===== src/hw/touch_panel_pkg.sv =====
package touch_panel_pkg;

  // ----------------------------------------------------------------
  // Register indices (byte address is four times the index)
  // ----------------------------------------------------------------
  localparam logic [31:0] SAMPLE_INTERVAL_IDX   = 32'h0b000126;
  localparam logic [31:0] SETTLE_ADC_CLOCK_IDX  = 32'h0b000128;
  localparam logic [31:0] SCAN_COMMAND_IDX      = 32'h0b00012a;
  localparam logic [31:0] INTERVAL_READBACK_IDX = 32'h0b00013c;

  // ----------------------------------------------------------------
  // Field positions
  // ----------------------------------------------------------------
  localparam int INTERVAL_W       = 11;
  localparam int SETTLE_LSB       = 0;
  localparam int DIVIDER_LSB      = 4;
  localparam int MODEL_BIT        = 8;
  localparam int CMD_LSB          = 0;
  localparam int PATTERN_LSB      = 4;
  localparam int SETTLE_EN_BIT    = 9;

  // ----------------------------------------------------------------
  // Reset values
  // ----------------------------------------------------------------
  localparam logic [10:0] SAMPLE_INTERVAL_RST = 11'h0a7;
  localparam logic [8:0]  SETTLE_ADC_RST      = 9'h077;
  localparam logic [9:0]  SCAN_COMMAND_RST    = 10'h1be;

  // ----------------------------------------------------------------
  // Encodings and timing
  // ----------------------------------------------------------------
  localparam logic [3:0] CMD_POWER_DOWN = 4'he;
  localparam int         CLK_PERIOD_NS  = 25;
  localparam int         TICK_US        = 30;
  localparam int         TICK_CYCLES    = (TICK_US * 1000) / CLK_PERIOD_NS;
  localparam int         SYNC_STAGES    = 2;

endpackage


===== src/hw/touch_panel_unit.sv =====
// Design decision made here: the plain strobed port.
`timescale 1ns/10ps
// Overview of operation
// - Successive coordinate sample sets are spaced by the 11-bit interval setting times 30 us.
// - The interval is set in 30 us steps from zero up to 61410 us.
// - A programmed interval shorter than one coordinate transfer stretches to that transfer time.
// - Reserved register bits read as zero and software writes zero to them.
// - The converter-model bit picks a 10-bit converter when one and a 12-bit converter when zero.
// - The converter clock is the 16.58 MHz source divided by four times the divider field plus two.
// - After panel voltage is applied the unit waits the settling field times 30 us, 0 to 450 us.
// - The settling-wait enable applies that wait when one and treats it as zero when cleared.
// - With the 10-bit converter selected a power-down converter command is ignored.
// - A countdown loaded from the interval setting is readable live through an 11-bit register.
module touch_panel_unit
  import touch_panel_pkg::*;
(
  // Clock and reset
  input  wire logic        clk_sys_i,
  input  wire logic        rst_b_i,
  input  wire logic        unit_reset_i,
  // Register port
  input  wire logic [31:0] addr_i,
  input  wire logic [15:0] wr_data_i,
  input  wire logic        wr_en_i,
  input  wire logic        rd_en_i,
  output logic      [15:0] rd_data_o,
  // Scan sequencer side
  input  wire logic        seq_run_i,
  input  wire logic        transfer_busy_i,
  input  wire logic        panel_drive_applied_i,
  output logic             sample_start_o,
  output logic             settle_done_o,
  output logic             converter_model_o,
  output logic      [3:0]  converter_command_o,
  output logic      [4:0]  panel_pin_pattern_o,
  // Converter clock
  input  wire logic        conv_src_clk_i,
  output logic             converter_clock_o
);

  // ----------------------------------------------------------------
  // Register file
  // ----------------------------------------------------------------
  logic [10:0] interval_setting_reg;
  logic [8:0]  settle_adc_reg;
  logic [9:0]  scan_command_reg;
  logic [10:0] interval_live_count_reg;

  logic        hit_interval;
  logic        hit_settle;
  logic        hit_command;
  logic        hit_readback;
  logic [3:0]  settle_field;
  logic [3:0]  converter_clock_divider;
  logic        settle_wait_enable;
  logic [3:0]  cmd_next;

  // Index compare on the word address; low two bits are the byte lane
  assign hit_interval = (addr_i[31:2] == SAMPLE_INTERVAL_IDX[29:0]) && (addr_i[1:0] == 2'h0);
  assign hit_settle   = (addr_i[31:2] == SETTLE_ADC_CLOCK_IDX[29:0]) && (addr_i[1:0] == 2'h0);
  assign hit_command  = (addr_i[31:2] == SCAN_COMMAND_IDX[29:0]) && (addr_i[1:0] == 2'h0);
  assign hit_readback = (addr_i[31:2] == INTERVAL_READBACK_IDX[29:0]) && (addr_i[1:0] == 2'h0);

  assign settle_field            = settle_adc_reg[SETTLE_LSB +: 4];
  assign converter_clock_divider = settle_adc_reg[DIVIDER_LSB +: 4];
  assign converter_model_o       = settle_adc_reg[MODEL_BIT];
  assign settle_wait_enable      = scan_command_reg[SETTLE_EN_BIT];
  assign converter_command_o     = scan_command_reg[CMD_LSB +: 4];
  assign panel_pin_pattern_o     = scan_command_reg[PATTERN_LSB +: 5];

  // The 10-bit part has no power-down, so that code keeps the old command
  always_comb begin
    if (converter_model_o && (wr_data_i[CMD_LSB +: 4] == CMD_POWER_DOWN)) begin
      cmd_next = scan_command_reg[CMD_LSB +: 4];
    end else begin
      cmd_next = wr_data_i[CMD_LSB +: 4];
    end
  end

  always_ff @(posedge clk_sys_i or negedge rst_b_i) begin
    if (!rst_b_i) begin
      interval_setting_reg <= SAMPLE_INTERVAL_RST;
    end else if (unit_reset_i) begin
      interval_setting_reg <= SAMPLE_INTERVAL_RST;
    end else if (wr_en_i && hit_interval) begin
      interval_setting_reg <= wr_data_i[INTERVAL_W-1:0];
    end
  end

  always_ff @(posedge clk_sys_i or negedge rst_b_i) begin
    if (!rst_b_i) begin
      settle_adc_reg <= SETTLE_ADC_RST;
    end else if (unit_reset_i) begin
      settle_adc_reg <= SETTLE_ADC_RST;
    end else if (wr_en_i && hit_settle) begin
      settle_adc_reg <= wr_data_i[8:0];
    end
  end

  always_ff @(posedge clk_sys_i or negedge rst_b_i) begin
    if (!rst_b_i) begin
      scan_command_reg <= SCAN_COMMAND_RST;
    end else if (unit_reset_i) begin
      scan_command_reg <= SCAN_COMMAND_RST;
    end else if (wr_en_i && hit_command) begin
      scan_command_reg <= {wr_data_i[SETTLE_EN_BIT:PATTERN_LSB], cmd_next};
    end
  end

  // Read data stand one cycle after the strobe; unmapped reads give zero
  always_ff @(posedge clk_sys_i or negedge rst_b_i) begin
    if (!rst_b_i) begin
      rd_data_o <= 16'h0000;
    end else if (rd_en_i) begin
      if (hit_interval) begin
        rd_data_o <= {5'h00, interval_setting_reg};
      end else if (hit_settle) begin
        rd_data_o <= {7'h00, settle_adc_reg};
      end else if (hit_command) begin
        rd_data_o <= {6'h00, scan_command_reg};
      end else if (hit_readback) begin
        rd_data_o <= {5'h00, interval_live_count_reg};
      end else begin
        rd_data_o <= 16'h0000;
      end
    end else begin
      rd_data_o <= 16'h0000;
    end
  end

  // ----------------------------------------------------------------
  // 30 us time base
  // ----------------------------------------------------------------
  localparam logic [10:0] TICK_LAST = 11'(TICK_CYCLES - 1);
  logic [10:0] prescale_reg;
  logic        tick;

  assign tick = (prescale_reg == TICK_LAST);

  always_ff @(posedge clk_sys_i or negedge rst_b_i) begin
    if (!rst_b_i) begin
      prescale_reg <= 11'h000;
    end else if (unit_reset_i || tick) begin
      prescale_reg <= 11'h000;
    end else begin
      prescale_reg <= prescale_reg + 11'h001;
    end
  end

  // ----------------------------------------------------------------
  // Sampling interval countdown
  // ----------------------------------------------------------------
  // A new set starts only when the count is spent and the previous transfer
  // is over, so a short interval stretches to the transfer time by itself.
  // A written setting restarts the count at once; otherwise the slow default
  // left by reset would hold off the new setting for up to 5010 us.
  logic fire;
  logic interval_write;

  assign fire           = seq_run_i && (interval_live_count_reg == 11'h000) && !transfer_busy_i;
  assign sample_start_o = fire;
  assign interval_write = wr_en_i && hit_interval;

  always_ff @(posedge clk_sys_i or negedge rst_b_i) begin
    if (!rst_b_i) begin
      interval_live_count_reg <= SAMPLE_INTERVAL_RST;
    end else if (unit_reset_i) begin
      interval_live_count_reg <= SAMPLE_INTERVAL_RST;
    end else if (interval_write) begin
      interval_live_count_reg <= wr_data_i[INTERVAL_W-1:0];
    end else if (fire) begin
      interval_live_count_reg <= interval_setting_reg;
    end else if (tick && (interval_live_count_reg != 11'h000)) begin
      interval_live_count_reg <= interval_live_count_reg - 11'h001;
    end
  end

  // ----------------------------------------------------------------
  // Panel voltage settling wait
  // ----------------------------------------------------------------
  logic [3:0] settle_count_reg;
  logic       settle_active_reg;
  logic       settle_done_reg;

  assign settle_done_o = settle_done_reg;

  always_ff @(posedge clk_sys_i or negedge rst_b_i) begin
    if (!rst_b_i) begin
      settle_count_reg  <= 4'h0;
      settle_active_reg <= 1'b0;
      settle_done_reg   <= 1'b0;
    end else if (unit_reset_i) begin
      settle_count_reg  <= 4'h0;
      settle_active_reg <= 1'b0;
      settle_done_reg   <= 1'b0;
    end else begin
      settle_done_reg <= 1'b0;
      if (panel_drive_applied_i) begin
        settle_count_reg  <= settle_wait_enable ? settle_field : 4'h0;
        settle_active_reg <= 1'b1;
      end else if (settle_active_reg && (settle_count_reg == 4'h0)) begin
        settle_active_reg <= 1'b0;
        settle_done_reg   <= 1'b1;
      end else if (settle_active_reg && tick) begin
        settle_count_reg <= settle_count_reg - 4'h1;
      end
    end
  end

  // ----------------------------------------------------------------
  // Converter clock divider
  // ----------------------------------------------------------------
  // Source pin is sampled twice before use; 40 MHz is over twice its rate.
  // Half period is 2*div+1 source edges, giving a divide by 4*div+2.
  logic [SYNC_STAGES-1:0] src_sync_reg;
  logic                   src_prev_reg;
  logic                   src_rise;
  logic [4:0]             half_last;
  logic [4:0]             half_count_reg;
  logic                   conv_clk_reg;

  assign src_rise          = src_sync_reg[SYNC_STAGES-1] && !src_prev_reg;
  assign half_last         = {converter_clock_divider, 1'b0};
  assign converter_clock_o = conv_clk_reg;

  always_ff @(posedge clk_sys_i or negedge rst_b_i) begin
    if (!rst_b_i) begin
      src_sync_reg <= '0;
      src_prev_reg <= 1'b0;
    end else begin
      src_sync_reg <= {src_sync_reg[SYNC_STAGES-2:0], conv_src_clk_i};
      src_prev_reg <= src_sync_reg[SYNC_STAGES-1];
    end
  end

  always_ff @(posedge clk_sys_i or negedge rst_b_i) begin
    if (!rst_b_i) begin
      half_count_reg <= 5'h00;
      conv_clk_reg   <= 1'b0;
    end else if (unit_reset_i) begin
      half_count_reg <= 5'h00;
      conv_clk_reg   <= 1'b0;
    end else if (src_rise) begin
      if (half_count_reg >= half_last) begin
        half_count_reg <= 5'h00;
        conv_clk_reg   <= !conv_clk_reg;
      end else begin
        half_count_reg <= half_count_reg + 5'h01;
      end
    end
  end
endmodule // touch_panel_unit


===== config.mk =====
export PLATFORM = sky130hd
export DESIGN_NAME = touch_panel_unit
export DESIGN_NICKNAME = d
export VERILOG_FILES = /design/src/hw/touch_panel_pkg.sv /design/src/hw/touch_panel_unit.sv
export SDC_FILE = /design/constraint.sdc
export NUM_CORES = 1
export LEC_CHECK = 0
export BUFFER_PORTS_ARGS = -buffer_cell sky130_fd_sc_hd__buf_2
export CORE_ASPECT_RATIO = 1.25
export CORE_UTILIZATION = 43
export DETAILED_ROUTE_END_ITERATION = 8
export HOLD_SLACK_MARGIN = 0.15
export PLACE_DENSITY = 0.65
export SYNTH_ARGS = -nofsm -noshare
export SYNTH_HDL_FRONTEND = slang
export SYNTH_SLANG_ARGS = --single-unit

===== constraint.sdc =====
create_clock -name clk_sys_i -period 3.4 [get_ports clk_sys_i]
set_clock_uncertainty 0.15 [all_clocks]
set_input_delay 0.34 -clock clk_sys_i [delete_from_list [all_inputs] [get_ports clk_sys_i]]
set_output_delay 0.34 -clock clk_sys_i [all_outputs]
set_load 0.05 [all_outputs]

### After elaboration in Yosys (flattened, before gate mapping)

Index checks and enable logic that the tools add are counted.

* flip-flop bits (word level): 83
* input port bits: 57
* output and inout bits: 29
* word-level logic and storage cells: 94

* $add $sub $neg: 4
* $lt $le $gt $ge: 1
* eq/ne operators: 8
* multiplexer cells: 34
* reductions and logical operators: 33

Operators with widths (number)
* two-way mux 11 bit: 11
* == test 30 x 28 -> 1 bit, second input constant: 4
* two-way mux 4 bit: 6
* two-way mux 10 bit: 2
* two-way mux 9 bit: 2
* two-way mux 16 bit: 1
* two-way mux 5 bit: 3
* logical AND 1 bit: 14
* adder 11 x 1 -> 11 bit, second input constant: 1
* == test 11 bit, second input constant: 1
* zero test 11 bit: 1
* nonzero test 11 bit: 1
* subtractor 11 x 1 -> 11 bit, second input constant: 1
* nonzero test 2 bit: 5
* two-way mux 1 bit: 9
* AND reduction 2 bit: 3
* nonzero test 3 bit: 2
* adder 5 x 1 -> 5 bit, second input constant: 1
* greater-or-equal comparator 5 bit: 1
* == test 4 bit, second input constant: 1
* zero test 4 bit: 1
* nonzero test 4 bit: 1
* subtractor 4 x 1 -> 4 bit, second input constant: 1
* zero test 1 bit: 3
* other kinds (4): 4

### Depth between registers and ports, before layout

Gate-level depths: netlist (run 1).

* word-level depth: 7
* mapped depth: 9
* mapped depth without buffers: 8

### Least setup slack after synthesis (run 1)

Ideal clock, no wire load.

* path type: flip-flop to flip-flop
* from: register interval_live_count_reg[0]
* to: register interval_live_count_reg[0]
* setup time: 73 ps
* data arrival time: 1985 ps
* data required time: 3177 ps
* setup slack: 1192 ps
* cell stages (with the launch flop): 9
* buffers on the path: 0
* clock period less this slack: 2208 ps
* cell sequence: dfstp_2 -> inv_1 -> ha_1 -> nor3b_1 -> nand2_2 -> nor2_4 -> a211oi_1 -> a311o_1 -> a21oi_1

* longest elaborated chain between the ends: 6

RTL lines
* from (decl): RTL line touch_panel_unit.sv:47 `logic [10:0] interval_live_count_reg;`
* from (signal assigned): RTL line touch_panel_unit.sv:170 `interval_live_count_reg <= wr_data_i[INTERVAL_W-1:0];`
* from (signal assigned): RTL line touch_panel_unit.sv:172 `interval_live_count_reg <= interval_setting_reg;`
* from (signal assigned): RTL line touch_panel_unit.sv:174 `interval_live_count_reg <= interval_live_count_reg - 11'h001;`
* zero test 11 bit (*): RTL line touch_panel_unit.sv:160 `assign fire = seq_run_i && (interval_live_count_reg == 11'h000) && !transfer_busy_i;`
* logical AND 1 bit (*) (2 in series): RTL line touch_panel_unit.sv:160
* named net sample_start_o: RTL line touch_panel_unit.sv:31 `output logic sample_start_o,`
* two-way mux 11 bit: RTL line touch_panel_unit.sv:171 `end else if (fire) begin`
* two-way mux 11 bit: RTL line touch_panel_unit.sv:169 `end else if (interval_write) begin`
* two-way mux 11 bit: RTL line touch_panel_unit.sv:167 `end else if (unit_reset_i) begin`

Mark *: on every way through the listed nets, which the timed path passes. The rest lies on a longest branch. The select of a mux whose other input is x is not followed.
A chain may end at the register's enable or synchronous reset.

### Worst setup path in the final report (run 1)

* from: register interval_live_count_reg[0]
* to: output port sample_start_o

* longest elaborated chain between the ends: 3

RTL lines (RTL line)
* zero test 11 bit: touch_panel_unit.sv:160
* logical AND 1 bit (2 in series): touch_panel_unit.sv:160
* to (decl): touch_panel_unit.sv:31

Every way passes these cells.

==> results of run 1 <==
-- stage by stage --
step | setup WS (ns) | total power [W] | std cells | cell area, sq um | util
after floorplan | 1.192 | 0.001087 | 474 | 4380 | -
after global placement | 0.7818 | 0.001164 | 647 | 4765 | 0.4882
after detailed placement | 0.6907 | 0.001168 | 647 | 4765 | 0.4882
after CTS | 0.7720 | 0.002111 | 676 | 5184 | 0.5312
after global routing | 0.6794 | 0.002170 | 676 | 5184 | 0.5312
final | 0.7752 | 0.002092 | 676 | 5184 | 0.5312
-- cells in the final DEF, fill, tap and decap left out, drive strengths merged, types with 3 or more instances in the layout --
| master | synthesis | final |
|---|---|---|
| mux2i | 9 | 9 |
| clkinv | 0 | 3 |
| or4 | 3 | 3 |
| buf | 20 | 82 |
| inv | 17 | 17 |
| nor2b | 5 | 5 |
| nor3 | 15 | 15 |
| dlygate4sd3 | 0 | 13 |
| conb | 1 | 5 |
| ha | 8 | 8 |
| nand2b | 12 | 12 |
| nor2 | 47 | 47 |
| a21oi | 30 | 30 |
| clkbuf | 15 | 13 |
| nor3b | 4 | 4 |
| a211oi | 5 | 5 |
| and4 | 3 | 3 |
| a22o | 6 | 6 |
| and3 | 11 | 11 |
| nor4 | 10 | 10 |
| nand4 | 5 | 5 |
| a21o | 3 | 3 |
| mux2 | 3 | 3 |
| dfrtp | 55 | 55 |
| nand3 | 14 | 14 |
| xnor2 | 7 | 7 |
| o21ai | 21 | 21 |
| xor2 | 8 | 8 |
| o211ai | 11 | 11 |
| nand2 | 66 | 66 |
| dfstp | 23 | 23 |
| a222oi | 3 | 3 |
-- kinds of logic (layout without fill, tap and decap cells) --
logic type | Yosys count | in the layout
and+or+nand+nor | 207 | 207
AOI/OAI and AO/OA | 97 | 97
DFF | 78 | 78
buffers and inverters | 52 | 128
xor gates and xnor gates | 15 | 15
muxes | 12 | 12
adders and majority gates | 8 | 8
other | 1 | 5
-- layer usage --
metal	vias up	global-route usage
met5	-	0
met4	0	0.1188
met3	22	0.04582
met2	136	0.3955
met1	1850	0.2730
li1	1799	-
-- how the worst max path moves through the flow --
stage / from / to / depth (start not counted)
3_5_place_dp: addr_i[25] / settle_adc_reg[3] / 7
6_report: interval_live_count_reg[0] / sample_start_o / 6
4_1_cts: interval_live_count_reg[0] / sample_start_o / 6
2_1_floorplan: interval_live_count_reg[0] / interval_live_count_reg[0] / 8
3_3_place_gp: addr_i[21] / settle_adc_reg[3] / 7
5_1_grt: interval_live_count_reg[0] / sample_start_o / 6
-- area by class of cell --
cell class | instances | area [sq um] | area share
timing repair buffer | 95 | 560.5 | 0.1081
clock buffer | 13 | 270.3 | 0.05214
clock inverter | 3 | 18.77 | 0.003621
multi-input combinational | 344 | 2132 | 0.4113
inverter | 17 | 63.81 | 0.01231
tap | 126 | 157.7 | 0.03041
sequential | 78 | 1981 | 0.3821
-- worst min-delay path: stages --
cell,delay [ns]
sky130_fd_sc_hd__buf_2,0.15
sky130_fd_sc_hd__nand2_1,0.07
sky130_fd_sc_hd__a21oi_1,0.06
-- where the power goes --
group          internal (W)  switching, W
Combinational     0.0000722      0.000123
Clock              0.000553      0.000375
Sequential         0.000952     0.0000174
==> impl_summary.log, run 1 <==
INFO  metric io_pins = 86
INFO  metric post-route-min-period = between 2 and 3 ns
INFO  metric post_cts_buffers = 0
INFO  metric post_synth.cell_area_avg = around 9.3 sq um
INFO  metric final-setup-viol-count = 0
INFO  metric minimum_setup_slack_among_reg_to_reg_paths = a little over 1 ns
INFO  metric drt_wl_total = 11510 microns
INFO  metric final_net_count = roughly 600
INFO  metric grt_first_pass_wirelength = approximately 18000 microns
INFO  metric clock_latency = 0.34 ns
INFO  metric synth-edff-count = 0
INFO  metric ys_async_sr_fraction = 1.000
INFO  metric routedLengthMet1 = 4798 microns
INFO  metric leakage = between 2 and 2.5 nW
INFO  metric cpPeakStageDelay = around 0.38 ns
INFO  metric portBuffers = 75
INFO  metric worstPathRequired = between 2 and 3 ns
INFO  metric depth_of_the_most_critical_reg_to_reg_path = 8
INFO  metric final.setup.tns = 0 ns
INFO  metric yosys_warnings = 0
INFO  metric path_clk_slew = about 0.050 ns
INFO  metric post_synth_instance_area = 0.004365 sq mm
INFO  metric ctsLongestPathBuffers = 2
INFO  metric timing_hold_violations_final = 0
INFO  metric drt_pre_antenna_iters = 5
INFO  metric hpwlAfterDp = a little over 8000 microns
INFO  metric post_synth_fa_ha_maj_area_fraction = 0.02293
INFO  metric worst_hold_path_type = primary input to register
INFO  metric drt_drc_violations_left = 0
INFO  metric data_arrival_time_at_the_worst_slack_endpoint = 2.13 ns
INFO  metric worst-path-buf-inv = 2
INFO  metric crit_path_end_kind = output pin
INFO  metric routedWlPerCell = 17.02 microns
INFO  metric initial_antenna_violation_count = 0
INFO  metric die_height = between 100 and 150 microns
INFO  metric synth.top_cells.by_area = sky130_fd_sc_hd__dfrtp_1, sky130_fd_sc_hd__dfstp_2, sky130_fd_sc_hd__nand2_1, sky130_fd_sc_hd__nor2_1, sky130_fd_sc_hd__a21oi_1
INFO  metric cts_num_sinks = 78
INFO  metric timing.rr.end = interval_live_count_reg[5]
INFO  metric maximum_number_of_pins_on_one_net_before_global_route_repair = just under 80
INFO  metric cts.htree.levels = 3
INFO  metric synth_most_common_cell = sky130_fd_sc_hd__nand2_1
INFO  metric antennaDiodeCount = 0
INFO  metric drt_first_iter_violations = roughly 290
INFO  metric number_of_gates_given_a_new_drive_strength_after_cts = 0
INFO  metric worst-setup-path-type = register to output pin
INFO  metric overflow = 0
INFO  metric status = finished, final reports clean
INFO  metric routed.top_layer = met4
INFO  metric wl_met2 = 5710 microns
INFO  metric pwr_density_cell = ~400 mW/mm^2
INFO  metric achievable-frequency = 381.0 MHz
INFO  metric synthDistinctLibCells = 65
INFO  metric synth_largest_area_cell = sky130_fd_sc_hd__dfrtp_1
INFO  metric hold_start = wr_data_i[3]
INFO  metric route.detailed.vias_per_inst = roughly 5.6
INFO  metric cp-start-kind = register
INFO  metric die_area = 0.01056 sq mm
INFO  metric worst-slew-pin-transition = between 0.9 and 1 ns
INFO  metric dr_wl_met3 = between 600 and 700 microns
INFO  metric seq_area_frac_synth = 0.4537
INFO  metric std_cell_rows = 40
INFO  metric post_synth_and_or_nand_nor_area_fraction = 0.2476
INFO  metric cpMaxStageDelayCell = sky130_fd_sc_hd__dfstp_2
INFO  metric final_max_slew_viols = 0
INFO  metric hold_path_end = interval_setting_reg[3]
INFO  metric core_footprint = approximately 0.0098 sq mm
INFO  metric ys_dominant_reg_cell = sky130_fd_sc_hd__dfrtp_1
INFO  metric post_synth_xor_area_fraction = 0.03009
INFO  metric fill_cells = 916
INFO  metric ant_nets = 0
INFO  metric synthTopCellsByCount = sky130_fd_sc_hd__nand2_1, sky130_fd_sc_hd__dfrtp_1, sky130_fd_sc_hd__nor2_1
INFO  metric critical-path-top-delay-family = simple AND/OR/NAND/NOR gates
INFO  metric number_of_global_route_vias_before_repair = around 3700
INFO  metric crit_path_max_fanout = 10
INFO  metric worst_hold_path.num_cells = 3
INFO  metric ir_drop = about 0.26 mV
INFO  metric maxCapViolations = 0
INFO  metric cell_count_after_synthesis = 470
INFO  metric initial_utilization = 0.4473
INFO  metric via_count = 3807
INFO  metric cp_cell_sequence = inv_1, ha_1, nor3b_1, nand2_2, nor2_4, buf_2
INFO  metric tritoncts_buffers = 9
INFO  metric cts-hold-fix-buffers = 13
INFO  metric synthMuxAreaShare = 0.02837
INFO  metric final_layout_size_suffix_gt1_frac = 0.2473
INFO  metric syn_to_final_growth = 18.74%
INFO  metric synth_top_family_by_area = simple AND/OR/NAND/NOR gates
INFO  metric hold_ws = between 0.15 and 0.2 ns
INFO  metric synth_compound_gate_area_share = 0.1551
INFO  metric rsz0062_at_grt = false
INFO  metric timing.final.crit_share = 0.7720
INFO  metric gpl.final_weighted_congestion = around 0.93
INFO  metric cts_tree = done
INFO  metric synth_top_cell_area_share = 0.3153
INFO  metric ys_seq_elements = between 70 and 80
INFO  metric die_w = approximately 92 microns
INFO  metric crit-reg2reg-launch = interval_live_count_reg[0]
INFO  metric worst_slew_margin_rel = 0.3487
INFO  metric root_buffer = sky130_fd_sc_hd__clkbuf_16
INFO  metric grt_use_total = 0.2304
Power figures use the tool's default switching activity.
==> run 2: changes to the inputs <==
- PLACE_DENSITY: 0.65 -> 0.67
- clock period: 3.4 -> 2.16 ns (I/O delays scaled with it)
==> impl_summary.log, run 2 (synthesized netlist as in run 1, its figures left out) <==
INFO  metric timing.rr.end = interval_live_count_reg[4]
INFO  metric grt_use_total = 0.2396 (+0.009188)
INFO  metric final_max_slew_viols = 0 (unchanged)
INFO  metric hold_path_end = rd_data_o[9]
INFO  metric die_height = 114.7 microns (unchanged)
INFO  metric worst_hold_path_type = primary input to register
INFO  metric ir_drop = 0.4270 mV (+66%)
INFO  metric grt_first_pass_wirelength = 19180 microns (+4.0%)
INFO  metric number_of_global_route_vias_before_repair = 3923 (+7.0%)
INFO  metric portBuffers = 75 (unchanged)
INFO  metric layout_common_cells = sky130_fd_sc_hd__buf_2, sky130_fd_sc_hd__nand2_1, sky130_fd_sc_hd__dfrtp_1
INFO  metric crit_path_end_kind = register
INFO  metric minimum_setup_slack_among_reg_to_reg_paths = 0.02 ns (-0.99 ns)
INFO  metric gpl.final_weighted_congestion = 0.8971 (-3.9%)
INFO  metric drt_drc_violations_left = 0 (unchanged)
INFO  metric io_pins = 86 (unchanged)
INFO  metric rsz0062_at_grt = true
INFO  metric worstPathRequired = 2.24 ns (-0.67 ns)
INFO  metric power_share_of_the_combinational_group = 0.102 (+0.009)
INFO  metric route.detailed.vias_per_inst = 5.521 (-2.0%)
INFO  metric drt_wl_total = 12120 microns (+5.3%)
INFO  metric worst_hold_path.num_cells = 3 (unchanged)
INFO  metric overflow = 0 (unchanged)
INFO  metric timing_hold_violations_final = 0 (unchanged)
INFO  metric initial_utilization = 0.4473 (unchanged)
INFO  metric hold_start = addr_i[3]
INFO  metric path_clk_slew = 0.06 ns (about the same)
INFO  metric crit_path_max_fanout = 5 (-5)
INFO  metric timing.final.crit_share = 0.9887
INFO  metric achievable-frequency = 468.2 MHz
INFO  metric tritoncts_buffers = 9 (unchanged)
INFO  metric die_w = 92.12 microns (unchanged)
INFO  metric cts.htree.levels = 3 (unchanged)
INFO  metric crit-reg2reg-launch = interval_live_count_reg[4]
INFO  metric post-route-min-period = roughly 2.1 ns
INFO  metric core_footprint = 0.009759 sq mm (unchanged)
INFO  metric leakage = 2.560 nW (+12%)
INFO  metric ctsLongestPathBuffers = 2 (unchanged)
INFO  metric maxCapViolations = 0 (unchanged)
INFO  metric final-setup-viol-count = 0 (unchanged)
INFO  metric die_area = 0.01056 sq mm (unchanged)
INFO  metric clock_latency = 0.35 ns (about the same)
INFO  metric drt_first_iter_violations = 308 (+6.9%)
INFO  metric drt_pre_antenna_iters = 5 (unchanged)
INFO  metric cts_num_sinks = 78 (unchanged)
INFO  metric seq_power_share = 0.431 (-0.032)
INFO  metric maximum_number_of_pins_on_one_net_before_global_route_repair = 44 (-44%)
INFO  metric pwr_density_cell = 620.5 mW/mm^2 (+54%)
INFO  metric initial_antenna_violation_count = 0 (unchanged)
INFO  metric syn_to_final_growth = 30.44%
INFO  metric depth_of_the_most_critical_reg_to_reg_path = 5 (-3)
INFO  metric worst_slew_margin_rel = 0.6090 (+0.2602)
INFO  metric data_arrival_time_at_the_worst_slack_endpoint = 2.21 ns (+0.08 ns)
INFO  metric cell_internal_pwr = 0.002689 W (+71%)
INFO  metric worst-setup-path-type = register to register
INFO  metric final_net_count = 658 (+7.9%)
INFO  metric antennaDiodeCount = 0 (unchanged)
INFO  metric p_clk_frac = 0.468 (+0.024)
INFO  metric cts_tree = done
INFO  metric ant_nets = 0 (unchanged)
INFO  metric routedWlPerCell = 16.74 microns (-1.7%)
INFO  metric hpwlAfterDp = 8847 microns (+8.6%)
INFO  metric cp-start-kind = register
INFO  metric final.setup.tns = 0 ns (unchanged)
INFO  metric netSwitchingPower = 0.0008437 W (+64%)
INFO  metric mostFrequentLayoutCell = sky130_fd_sc_hd__buf_2
INFO  metric switching_share = 0.2388 (-0.007314)
INFO  metric via_count = 3997 (+5.0%)
INFO  metric root_buffer = sky130_fd_sc_hd__clkbuf_16
INFO  metric worst-slew-pin-transition = 0.5866 ns (-0.3904 ns)
INFO  metric std_cell_rows = 40 (unchanged)
INFO  metric hold_ws = 0.1596 ns (-0.01181 ns)
INFO  metric status = finished, final reports clean
INFO  metric final_layout_size_suffix_gt1_frac = 0.3278 (+0.08049)
==> run 2: cell count changes in the layout (fill, tap and decap cells not counted), sizes merged <==
| cell | change |
|---|---|
| inv | +1 |
| clkinv | -2 |
| clkbuf | -2 |
| buf | +46 |
| clkinvlp | +1 |
| bufinv | +2 |
| dlygate4sd3 | +2 |
==> run 2: worst max-delay path by stage <==
stage          slack (ns)  depth (start not counted)                    endpoint                        from
2_1_floorplan      0.0008                          8  interval_live_count_reg[5]  interval_live_count_reg[0]
3_3_place_gp        -0.03                          8  interval_live_count_reg[9]                   addr_i[9]
3_5_place_dp        -0.07                         10  interval_live_count_reg[1]                   addr_i[9]
4_1_cts             0.006                          6  interval_live_count_reg[5]  interval_live_count_reg[6]
5_1_grt             -0.08                          7  interval_live_count_reg[6]  interval_live_count_reg[4]
6_report             0.02                          5  interval_live_count_reg[4]  interval_live_count_reg[4]
==> run 2: timing repair <==
action	4_1_cts	5_1_grt
buffers inserted	3	3
pin swaps	3	9
hold buffers	15	0
gates resized for setup	2	20
endpoints found under the hold margin	98	0
setup endpoints to repair	6	18
==> run 2: final cells by class <==
class / count / area (sq um)
Sequential cell: 78 / 1983
Multi-Input combinational cell: 344 / 2208
Inverter: 17 / 63.81
Clock buffer: 11 / 242.7
Timing Repair Buffer: 143 / 957.2
Tap cell: 126 / 157.7
Clock inverter: 5 / 81.33
Fill cell: 892 / 4065
==> run 2: power by group through the flow <==
stage	Sequential [W]	Clock [W]	Combinational [W]
floorplan	0.00156	0	0.000151
global placement	0.00154	0	0.000322
detailed placement	0.00154	0	0.000329
CTS	0.00152	0.00168	0.000353
global route	0.00152	0.00173	0.000395
finish	0.00152	0.00165	0.000359
==> run 2: metrics by stage <==
| stage | worst slack (ns) | area [sq um] | util | std cells | power (W) |
|---|---|---|---|---|---|
| final | 0.02435 | 5694 | 0.5835 | 724 | 0.003533 |
| after global routing | -0.07851 | 5694 | 0.5835 | 724 | 0.003648 |
| after CTS | 0.006387 | 5597 | 0.5735 | 721 | 0.003551 |
| after detailed placement | -0.07420 | 5095 | 0.5221 | 687 | 0.001873 |
| after global placement | -0.02845 | 5095 | 0.5221 | 687 | 0.001865 |
| after floorplan | 0.0007683 | 4385 | - | 474 | 0.001711 |
==> run 2: worst max-delay path, cell delays in order, from the launching register on <==
cell                      delay [ns]
sky130_fd_sc_hd__dfrtp_2        0.43
sky130_fd_sc_hd__nor4_4         0.40
sky130_fd_sc_hd__nand2_2        0.16
sky130_fd_sc_hd__o221a_4        0.35
sky130_fd_sc_hd__and3_4         0.18
sky130_fd_sc_hd__or3_1          0.34
==> run 2: layer usage <==
layer  vias up  part of all wire  track usage
met4         0             0.033       0.1250
met1      1921              0.42       0.2925
met5         -                 0            0
met3        30             0.051      0.03187
met2       152              0.50       0.4124
li1       1894                 -            -
